`config.mk`:
```
export PLATFORM = sky130hd
export DESIGN_NAME = adc_conversion_launch_control
export DESIGN_NICKNAME = d
export VERILOG_FILES = /design/src/rtl/adc_conversion_launch_control.v
export VERILOG_INCLUDE_DIRS = /design/src /design/src/rtl
export SDC_FILE = /design/constraint.sdc
export NUM_CORES = 1
export LEC_CHECK = 0
export ABC_AREA = 1
export BUFFER_PORTS_ARGS = -buffer_cell sky130_fd_sc_hd__buf_2
export CAP_MARGIN = 20
export CORE_AREA = 3 3 115 89
export CTS_BUF_LIST = sky130_fd_sc_hd__clkbuf_16
export DETAILED_ROUTE_END_ITERATION = 7
export DIE_AREA = 0 0 118 92
export GPL_ROUTABILITY_DRIVEN = 0
export PLACE_DENSITY = 0.7
export RECOVER_POWER = 100
export SETUP_SLACK_MARGIN = 0.5
export SLEW_MARGIN = 20
export SYNTH_ARGS = -nofsm -noshare
export SYNTH_HDL_FRONTEND = slang
export SYNTH_SLANG_ARGS = --single-unit
```
`constraint.sdc`:
```
create_clock -name clk_sys -period 3.1 [get_ports clk_sys]
set_clock_uncertainty 0.2 [all_clocks]
set_input_delay 0.155 -clock clk_sys [delete_from_list [all_inputs] [get_ports clk_sys]]
set_output_delay 0.155 -clock clk_sys [all_outputs]
set_load 0.02 [all_outputs]
```
`src/rtl/adc_conversion_launch_control_defines.vh`:
```
`ifndef ADC_CONVERSION_LAUNCH_CONTROL_DEFINES_VH
`define ADC_CONVERSION_LAUNCH_CONTROL_DEFINES_VH

// Register byte addresses
`define ADDR_CONTROL_ONE 8'h10
`define ADDR_CONTROL_TWO 8'h11
`define ADDR_CONTROL_FOUR 8'h13
`define ADDR_RESULT_HIGH 8'h14
`define ADDR_RESULT_LOW 8'h15

// Field positions in the first control register
`define BIT_DONE_FLAG 7
`define BIT_IRQ_ENABLE 6
`define BIT_CONTINUOUS 5
`define CHAN_MSB 4

// Field positions in the second control register
`define BIT_ACTIVE 7
`define BIT_HW_TRIGGER 6
`define BIT_COMPARE_EN 5

// Top bit of the depth setting field in the fourth control register
`define DEPTH_MSB 2

// Reset values
`define RESET_CONTROL_ONE 8'h1f
`define RESET_CONTROL_TWO 8'h00
`define RESET_CONTROL_FOUR 8'h00

// Channel codes
`define CHAN_DISABLED 5'h1f
`define CHAN_GROUND_FIRST 5'h0c
`define CHAN_GROUND_LAST 5'h13

// Queue sizing
`define QUEUE_ENTRIES 8
`define QUEUE_PTR_MSB 2
`define QUEUE_COUNT_MSB 3

`endif

```
`src/rtl/adc_conversion_launch_control.v`:
```
`timescale 1ns/1ps
`default_nettype none
`include "adc_conversion_launch_control_defines.vh"

module adc_conversion_launch_control (
  input wire clk_sys,
  input wire reset,
  input wire [7:0] reg_addr,
  input wire [7:0] reg_wdata,
  input wire reg_write,
  input wire reg_read,
  output reg [7:0] reg_rdata,
  input wire hardware_trigger_input,
  input wire conv_done,
  input wire conv_compare_true,
  input wire [11:0] conv_result,
  output reg conv_start,
  output reg conv_abort,
  output reg [4:0] conv_channel,
  output reg conv_ground_sel,
  output reg conv_active,
  output reg done_irq
);

  // Register fields
  reg conversion_done_flag_q;
  reg conversion_done_flag_d;
  reg done_interrupt_enable_q;
  reg continuous_conversion_bit_q;
  reg [4:0] channel_selector_q;
  reg hw_trigger_mode_q;
  reg compare_function_enable_q;
  reg [`DEPTH_MSB:0] fifo_depth_setting_q;

  // Channel queue
  reg [4:0] queue_mem [0:`QUEUE_ENTRIES-1];
  reg [`QUEUE_COUNT_MSB:0] queue_count_q;
  reg [`QUEUE_COUNT_MSB:0] queue_count_d;
  reg [`QUEUE_PTR_MSB:0] queue_idx_q;
  reg [`QUEUE_PTR_MSB:0] queue_idx_d;
  reg queue_push;
  reg [`QUEUE_PTR_MSB:0] queue_push_ptr;

  // Sequencer
  localparam [1:0] ST_IDLE = 2'h0;
  localparam [1:0] ST_ARMED = 2'h1;
  localparam [1:0] ST_BUSY = 2'h2;
  reg [1:0] state_q;
  reg [1:0] state_d;
  reg set_hit_q;
  reg set_hit_d;
  reg start_d;
  reg abort_d;
  reg [4:0] start_chan_d;
  reg flag_set;
  reg flag_clear;

  // Trigger pin synchroniser and edge detect
  reg trig_meta_q;
  reg trig_sync_q;
  reg trig_prev_q;
  wire trig_event;

  wire wr_ctl1 = reg_write && (reg_addr == `ADDR_CONTROL_ONE);
  wire wr_ctl2 = reg_write && (reg_addr == `ADDR_CONTROL_TWO);
  wire wr_ctl4 = reg_write && (reg_addr == `ADDR_CONTROL_FOUR);
  wire rd_low = reg_read && (reg_addr == `ADDR_RESULT_LOW);
  wire [4:0] wr_chan = reg_wdata[`CHAN_MSB:0];
  wire wr_disable = (wr_chan == `CHAN_DISABLED);
  wire fifo_mode = (fifo_depth_setting_q != {(`DEPTH_MSB+1){1'b0}});
  wire [`QUEUE_COUNT_MSB:0] depth_ext = {1'b0, fifo_depth_setting_q};
  wire [`QUEUE_PTR_MSB:0] last_idx = fifo_depth_setting_q - 1'b1;
  wire wr_continuous = reg_wdata[`BIT_CONTINUOUS];
  wire result_ok = !compare_function_enable_q || conv_compare_true;

  always @(posedge clk_sys or posedge reset)
  begin
    if (reset)
    begin
      trig_meta_q <= 1'b0;
      trig_sync_q <= 1'b0;
      trig_prev_q <= 1'b0;
    end
    else
    begin
      trig_meta_q <= hardware_trigger_input;
      trig_sync_q <= trig_meta_q;
      trig_prev_q <= trig_sync_q;
    end
  end

  assign trig_event = trig_sync_q && !trig_prev_q;

  // Selector map: 0-11 external inputs, 12-19 ground
  function ground_code;
    input [4:0] code;
    begin
      ground_code = (code >= `CHAN_GROUND_FIRST) && (code <= `CHAN_GROUND_LAST);
    end
  endfunction

  // Sequencer next state
  always @*
  begin
    state_d = state_q;
    queue_count_d = queue_count_q;
    queue_idx_d = queue_idx_q;
    set_hit_d = set_hit_q;
    queue_push = 1'b0;
    queue_push_ptr = queue_count_q[`QUEUE_PTR_MSB:0];
    start_d = 1'b0;
    abort_d = 1'b0;
    start_chan_d = channel_selector_q;
    flag_set = 1'b0;
    flag_clear = wr_ctl1 || rd_low;

    if (wr_ctl1)
    begin
      abort_d = (state_q == ST_BUSY);
      if (wr_disable)
      begin
        queue_count_d = {(`QUEUE_COUNT_MSB+1){1'b0}};
        queue_idx_d = {(`QUEUE_PTR_MSB+1){1'b0}};
        state_d = ST_IDLE;
      end
      else if (fifo_mode)
      begin
        // A write to an already filled queue begins a new sequence
        if (queue_count_q >= depth_ext)
        begin
          queue_push_ptr = {(`QUEUE_PTR_MSB+1){1'b0}};
          queue_count_d = {{`QUEUE_COUNT_MSB{1'b0}}, 1'b1};
        end
        else
        begin
          queue_count_d = queue_count_q + 1'b1;
        end
        queue_push = 1'b1;
        queue_idx_d = {(`QUEUE_PTR_MSB+1){1'b0}};
        set_hit_d = 1'b0;
        state_d = ST_IDLE;
        if (queue_count_d == depth_ext)
        begin
          if (hw_trigger_mode_q)
            state_d = ST_ARMED;
          else
          begin
            start_d = 1'b1;
            start_chan_d = (queue_push_ptr == {(`QUEUE_PTR_MSB+1){1'b0}}) ?
                           wr_chan : queue_mem[0];
            state_d = ST_BUSY;
          end
        end
      end
      else if (hw_trigger_mode_q)
        state_d = ST_ARMED;
      else
      begin
        start_d = 1'b1;
        start_chan_d = wr_chan;
        state_d = ST_BUSY;
      end
    end
    else
    begin
      case (state_q)
        ST_IDLE:
          state_d = ST_IDLE;
        ST_ARMED:
        begin
          if (trig_event)
          begin
            start_d = 1'b1;
            start_chan_d = fifo_mode ? queue_mem[0] : channel_selector_q;
            queue_idx_d = {(`QUEUE_PTR_MSB+1){1'b0}};
            set_hit_d = 1'b0;
            state_d = ST_BUSY;
          end
        end
        ST_BUSY:
        begin
          if (conv_done)
          begin
            if (fifo_mode)
            begin
              set_hit_d = set_hit_q || result_ok;
              if (queue_idx_q == last_idx)
              begin
                flag_set = set_hit_q || result_ok;
                queue_idx_d = {(`QUEUE_PTR_MSB+1){1'b0}};
                set_hit_d = 1'b0;
                if (continuous_conversion_bit_q)
                begin
                  start_d = 1'b1;
                  start_chan_d = queue_mem[0];
                end
                else
                  state_d = hw_trigger_mode_q ? ST_ARMED : ST_IDLE;
              end
              else
              begin
                queue_idx_d = queue_idx_q + 1'b1;
                start_d = 1'b1;
                start_chan_d = queue_mem[queue_idx_d];
              end
            end
            else
            begin
              flag_set = result_ok;
              if (continuous_conversion_bit_q)
              begin
                start_d = 1'b1;
                start_chan_d = channel_selector_q;
              end
              else
                state_d = hw_trigger_mode_q ? ST_ARMED : ST_IDLE;
            end
          end
        end
        default:
          state_d = ST_IDLE;
      endcase
    end

    // A completion landing with a result-low read still sets the flag
    conversion_done_flag_d = flag_set ? 1'b1 :
                             (flag_clear ? 1'b0 : conversion_done_flag_q);
  end

  // Queue storage has no reset; entries are only read below the count
  always @(posedge clk_sys)
  begin
    if (queue_push)
      queue_mem[queue_push_ptr] <= wr_chan;
  end

  always @(posedge clk_sys or posedge reset)
  begin
    if (reset)
    begin
      conversion_done_flag_q <= 1'b0;
      done_interrupt_enable_q <= 1'b0;
      continuous_conversion_bit_q <= 1'b0;
      channel_selector_q <= `CHAN_DISABLED;
      hw_trigger_mode_q <= 1'b0;
      compare_function_enable_q <= 1'b0;
      fifo_depth_setting_q <= {(`DEPTH_MSB+1){1'b0}};
      state_q <= ST_IDLE;
      queue_count_q <= {(`QUEUE_COUNT_MSB+1){1'b0}};
      queue_idx_q <= {(`QUEUE_PTR_MSB+1){1'b0}};
      set_hit_q <= 1'b0;
    end
    else
    begin
      conversion_done_flag_q <= conversion_done_flag_d;
      state_q <= state_d;
      queue_count_q <= queue_count_d;
      queue_idx_q <= queue_idx_d;
      set_hit_q <= set_hit_d;
      if (wr_ctl1)
      begin
        done_interrupt_enable_q <= reg_wdata[`BIT_IRQ_ENABLE];
        continuous_conversion_bit_q <= wr_continuous;
        channel_selector_q <= wr_chan;
      end
      if (wr_ctl2)
      begin
        hw_trigger_mode_q <= reg_wdata[`BIT_HW_TRIGGER];
        compare_function_enable_q <= reg_wdata[`BIT_COMPARE_EN];
      end
      if (wr_ctl4)
      begin
        fifo_depth_setting_q <= reg_wdata[`DEPTH_MSB:0];
      end
    end
  end

  // Converter and status outputs, all registered
  always @(posedge clk_sys or posedge reset)
  begin
    if (reset)
    begin
      conv_start <= 1'b0;
      conv_abort <= 1'b0;
      conv_channel <= `CHAN_DISABLED;
      conv_ground_sel <= 1'b0;
      conv_active <= 1'b0;
      done_irq <= 1'b0;
    end
    else
    begin
      conv_start <= start_d;
      conv_abort <= abort_d;
      if (start_d)
      begin
        conv_channel <= start_chan_d;
        conv_ground_sel <= ground_code(start_chan_d);
      end
      conv_active <= (state_d == ST_BUSY);
      done_irq <= conversion_done_flag_d &&
                  (wr_ctl1 ? reg_wdata[`BIT_IRQ_ENABLE] : done_interrupt_enable_q);
    end
  end

  // Read port; only a result-low read has a side effect
  always @(posedge clk_sys or posedge reset)
  begin
    if (reset)
    begin
      reg_rdata <= 8'h00;
    end
    else if (reg_read)
    begin
      case (reg_addr)
        `ADDR_CONTROL_ONE:
        begin
          reg_rdata <= {conversion_done_flag_q, done_interrupt_enable_q,
                        continuous_conversion_bit_q, channel_selector_q};
        end
        `ADDR_CONTROL_TWO:
        begin
          reg_rdata <= {conv_active, hw_trigger_mode_q, compare_function_enable_q, 5'h00};
        end
        `ADDR_CONTROL_FOUR:
        begin
          reg_rdata <= {5'h00, fifo_depth_setting_q};
        end
        `ADDR_RESULT_HIGH:
        begin
          reg_rdata <= {4'h0, conv_result[11:8]};
        end
        `ADDR_RESULT_LOW:
        begin
          reg_rdata <= conv_result[7:0];
        end
        default:
        begin
          reg_rdata <= 8'h00;
        end
      endcase
    end
    else
    begin
      reg_rdata <= 8'h00;
    end
  end

endmodule // adc_conversion_launch_control

`default_nettype wire

```
==> results.toml, run 1 <==
[run_status]
status = "finished, violations left"
violations = "max-capacitance violations, max-slew violations"

[synthesis]
synth_edf_count = 40
avgSynthCellArea_um2 = 8.27
seq_area_frac_synth_pct = 49.9
ys_ff_latch = 84
yosysTopAreaCell = "edfxtp_1"
synth_flop_cell = "edfxtp_1"
synth_top_area_share_pct = 25.9
ys_types = 45
ys_warn_count = 0
synth_cells = 561
netlist_top_cells_area = "edfxtp_1 26%, dfrtp_1 18%, nand2_1 13%, dfstp_2 5.7%, inv_1 4.9%"
syn_area_um2 = 4640
async_flop_share_pct = 52.4
synthesis.nets = 605

[timing]
max_freq_ghz = 0.370
holdWs_ns = 0.0278
hold_viol = 0
drv_slew = 45
finalSetupTns_ns = 0
fin_crit_sh_pct = 87.1
slew-limit-headroom_pct = -14.1
min_period_ns = 2.70
finalSetupViolations = 0
rsz0062_at_grt = "yes"
tightest_slew_ns = 1.71

[setup_path]
critPathKind = "in2reg"
critical_path_arrival_ns = 2.52
cp_max_fo = 10
endpoint_kind = "flip-flop"
critPathRequiredTime_ns = 2.92
cp_slowest_cell = "dlygate4sd3_1"
critPathMostFrequentCell = "inv_1"
startpoint_type = "input pin"
cp_cell_sequence = "dlygate4sd3_1, clkbuf_1, inv_1, nor2_1, nand3_1, inv_1, nor2_1, nand2_1, inv_1, nand2_1, nor3_1, clkbuf_1"
critical-path-max-stage-delay_ns = 0.53

[floorplanning]
fp.dieH_um = 92
num_io_pins = 53
die_area_um2 = 10900
core.rowCount = 30
coreArea_um2 = 9120
initial_core_util_pct = 50.9
fp.dieW_um = 118

[global_routing]
grt_pass1_vias = 3934
grt_first_pass_wirelength_um = 19700
grt_start_max_net_pins = 45
grt.total_usage_pct = 23.2
antenna_found_initial = 0
overflow = 0

[drt]
viasPerCell = 5.44
drt_iter0_markers = 396
ant_nets = 0
wl_um = 12500
drt_pass1_iterations = 5
wl_per_cell_um = 15.7
drc = 0
vias = 4335

[place]
dp_hpwl_um = 8960
io_buffers = 51
place_inst = 741

[clocking]
root_buffer = "clkbuf_16"
cts_buffers = 9
path_clk_slew_ns = 0.07
clock_sinks = 84
cts_tree = "yes"
h-tree-depth = 3
clock_latency_ns = 0.35
cts_buffer_depth = 2

[final_layout]
layout.cells.non_filler = 797
fillers = 773
fin_nets = 708
final_cell_mix = "157 x nand2_1, 56 x inv_1, 41 x o21ai_0, 40 x edfxtp_1"
area_growth_pct = 25.6
drive_gt1_share_pct = 19.0
antenna_cells = 0
final_common_cell = "nand2_1"

[hold_path]
worstHoldPathType = "in2reg"

[pwr]
leakagePower_nw = 2.56
power_density_nw_per_um2 = 452
peakVddDrop_v = 0.000372

[job]
cap_viol_max_count = 1
registers in the layout, indices dropped and copies added, names as in the netlist, 2 cells and up:
signal	flops
channel_selector_q	5
conv_channel	5
fifo_depth_setting_q	3
queue_count_q	4
queue_idx_q	3
queue_mem	40
reg_rdata	8
state_q	2
routing by layer:
metal	GRT usage, %	share of wire [%]	up-vias
li1	-	-	2094
met1	33.3	45	2041
met2	34.7	45	186
met3	5.24	8.6	14
met4	7.61	1.5	0
met5	0	0	-
cell type report:
cell class	count	area (µm²)	area share, %
clock inverter	7	71.3	1.22
multi-input combinational	396	2100	36.0
sequential	84	2320	39.8
timing repair buffer	104	683	11.7
clock buffer	9	225	3.86
inverter	69	273	4.68
tap	128	160	2.75
worst max-delay path: cells and delay by family:
family | cells | cell delay [ns]
and+or+nand+nor | 6 | 0.84
buffers and inverters | 6 | 1.50
path summary, 6_finish.rpt:
kind / startpoint / end / slack, ns / depth (start not counted)
max in group asynchronous: reset / queue_count_q[2]$_DFFE_PP0P_ / 0.88 / 3
min reg2reg: trig_meta_q$_DFF_PP0_ / trig_sync_q$_DFF_PP0_ / 0.15 / 0
min in group asynchronous: reset / state_q[0]$_DFF_PP0_ / 0.68 / 3
min: reg_addr[1] / reg_rdata[6]$_DFF_PP0_ / 0.03 / 4
max reg2reg: fifo_depth_setting_q[0]$_DFFE_PP0P_ / conv_channel[0]$_DFFE_PP1P_ / 0.46 / 15
max: reg_wdata[3] / queue_mem[1][4]$_DFFE_PP_ / 0.40 / 12
what timing repair did:
item | 4_1_cts | 5_1_grt
pin swaps | 1 | 18
buffers inserted | 3 | 11
hold buffers | 25 | 0
gates cloned | 0 | 1
hold endpoints to repair | 90 | 0
setup endpoints to repair | 8 | 43
gates resized for setup | 7 | 34
synth_stat cells, types with 4 or more instances:
cell / instances
nor2_1: 38
o21ai_1: 5
o21ai_0: 38
dfstp_2: 10
inv_1: 60
a31oi_1: 7
dfrtp_1: 34
inv_2: 6
o211ai_1: 6
clkbuf_1: 5
o22ai_1: 6
buf_2: 4
a22oi_1: 6
nand3_1: 28
nand2_1: 165
nor3_1: 12
edfxtp_1: 40
ha_1: 9
nand4_1: 9
a21oi_1: 36
metrics by stage:
stage	setup slack [ns]	utilization [%]	area, µm²	total power, mW
global placement	0.310	55.8	5090	1.53
detailed placement	0.223	55.8	5090	1.54
finish	0.399	63.9	5830	2.64
floorplan	0.729	-	4640	1.44
global route	0.205	63.9	5830	2.75
CTS	0.510	62.3	5680	2.63
logic make-up (layout without fill, tap and decap cells):
logic type               after synthesis  count (layout)  synth area share (%)
AO/OA/AOI/OAI                        115             115                  14.3
AND/OR/NAND/NOR                      267             268                  25.2
XOR/XNOR                               4               4                 0.755
flip-flops                            84              84                  49.9
adder cells (fa/ha/maj)                9               9                  2.43
buffers and inverters                 82             189                  7.47
where the power goes:
part,switching [mW],internal (mW)
Sequential,0.0213,1.19
Combinational,0.221,0.137
Clock,0.493,0.574
Power figures use the tool's default switching activity.
==> inputs of run 2 (changes only) <==
Settings changed: BUFFER_PORTS_ARGS -buffer_cell sky130_fd_sc_hd__buf_2 to default, DONT_BUFFER_PORTS from default to 1, PLACE_DENSITY 0.7 to default.
==> results.toml, run 2 (synthesis gave the netlist of run 1 again) <==
[timing]
hold_viol = 0
slew-limit-headroom_pct = -9.29
finalSetupTns_ns = 0
rsz0062_at_grt = "yes"
max_freq_ghz = 0.378
tightest_slew_ns = 1.64
drv_slew = 45
finalSetupViolations = 0
min_period_ns = 2.64
fin_crit_sh_pct = 85.3

[setup_path]
reg2reg_to = "queue_mem[2][0]$_DFFE_PP_"
critical_path_arrival_ns = 2.50
critical-path-max-stage-delay_ns = 0.37
cp_max_fo = 10
reg2reg_depth = 11
startpoint_type = "flip-flop"
rr_startpoint = "fifo_depth_setting_q[1]$_DFFE_PP0P_"
critPathRequiredTime_ns = 2.96
endpoint_kind = "flip-flop"
cp_cell_sequence = "inv_2, buf_4, ha_1, nand2_1, inv_8, nor2_1, nand2_1, inv_1, nand4_1, nor3_1, buf_4"
critPathKind = "reg2reg"
cp_slowest_cell = "dfrtp_1"
r2r_slack_ns = 0.46

[drt]
wl_um = 12900
drt_pass1_iterations = 5
ant_nets = 0
drc = 0
viasPerCell = 5.56
vias = 4195
drt_iter0_markers = 378
wl_per_cell_um = 17.1

[floorplanning]
coreArea_um2 = 9120
fp.dieH_um = 92
initial_core_util_pct = 50.9
die_area_um2 = 10900
fp.dieW_um = 118
core.rowCount = 30
num_io_pins = 53

[clocking]
cts_buffers = 9
cts_tree = "yes"
path_clk_slew_ns = 0.06
clock_latency_ns = 0.34
clock_sinks = 84
root_buffer = "clkbuf_16"
cts_buffer_depth = 2
h-tree-depth = 3

[hold_path]
whs_path_depth = 5
worstHoldPathType = "in2reg"
hp-start = "reg_addr[4]"
min_to = "conversion_done_flag_q$_DFF_PP0_"

[place]
dp_hpwl_um = 8890
place_inst = 691
io_buffers = 0

[final_layout]
drive_gt1_share_pct = 14.0
regMostFlops = "queue_mem"
fin_nets = 666
top_regs = "queue_mem: 40 flops, reg_rdata: 8 flops"
final_cell_mix = "163 x nand2_1, 57 x inv_1, 41 x o21ai_0, 40 x edfxtp_1, 37 x a21oi_1"
post-route-util_pct = 62.1
largest_reg_flops = 40
layout.cells.non_filler = 755
antenna_cells = 0
area_growth_pct = 22.0
final_common_cell = "nand2_1"

[pwr]
power_density_nw_per_um2 = 464
peakVddDrop_v = 0.000311
leakagePower_nw = 2.46
power_mw = 2.63

[run_status]
status = "finished, violations left"
violations = "max-capacitance violations, max-slew violations"

[global_routing]
grt_start_max_net_pins = 45
overflow = 0
grt.total_usage_pct = 24.3
grt_pass1_vias = 3836
grt_first_pass_wirelength_um = 20400
antenna_found_initial = 0

[job]
cap_viol_max_count = 1
-- run 2: worst max-delay path, delay by kind of cell, from the launching register on --
family	cells	cell delay, ns
adder cells (fa/ha/maj)	1	0.17
flip-flops	1	0.37
buffers and inverters	5	0.60
AND/OR/NAND/NOR	5	1.02
-- run 2: repair_timing --
item,CTS,global route
pin swaps,0,10
hold endpoints to repair,101,0
gates cloned,0,1
setup buffers,3,10
hold buffers,34,0
setup endpoints to repair,8,42
resized for setup,9,24
-- run 2: how the worst max path moves through the flow --
stage,end,slack [ns],startpoint,cells after the start
2_1_floorplan,queue_mem[4][0]$_DFFE_PP_,0.73,fifo_depth_setting_q[0]$_DFFE_PP0P_,9
3_3_place_gp,conv_ground_sel$_DFFE_PP0P_,0.30,queue_count_q[0]$_DFFE_PP0P_,18
3_5_place_dp,conv_ground_sel$_DFFE_PP0P_,0.24,queue_count_q[0]$_DFFE_PP0P_,17
4_1_cts,conv_ground_sel$_DFFE_PP0P_,0.52,queue_count_q[1]$_DFFE_PP0P_,18
5_1_grt,conv_channel[0]$_DFFE_PP1P_,0.22,fifo_depth_setting_q[0]$_DFFE_PP0P_,15
6_report,queue_mem[2][0]$_DFFE_PP_,0.46,fifo_depth_setting_q[1]$_DFFE_PP0P_,11
-- run 2: layout make-up --
type,count,area [µm²]
repair buffers,62,551
flip-flops and latches,84,2320
inverters,69,278
clock buffers,9,225
fillers,792,3460
well taps,128,160
multi-input cells,396,2060
clock inverters,7,75.1
-- run 2: metrics by stage --
step / cell area (µm²) / setup WS [ns] / hold WS [ns]
after detailed placement: 4840 / 0.240 / -0.0135
after CTS: 5540 / 0.522 / 0.00549
after global placement: 4840 / 0.296 / -0.0135
after global routing: 5670 / 0.220 / 0.0684
after floorplan: 4640 / 0.729 / -0.0136
final: 5670 / 0.455 / 0.0218
-- run 2: power by group --
part	switching [mW]	total, mW	internal [mW]	leakage, nW
combinational	0.207	0.328	0.121	1.42
clock	0.454	1.08	0.628	0.138
sequential	0.0260	1.22	1.19	0.903
-- run 2: per-layer routing --
layer  vias up  wire, µm  global-route usage, %
li1       2016         -                      -
met1      1986      6230                   36.8
met2       170      5390                   33.9
met3        23      1040                   5.67
met4         0       242                   8.59
met5         -         0                      0
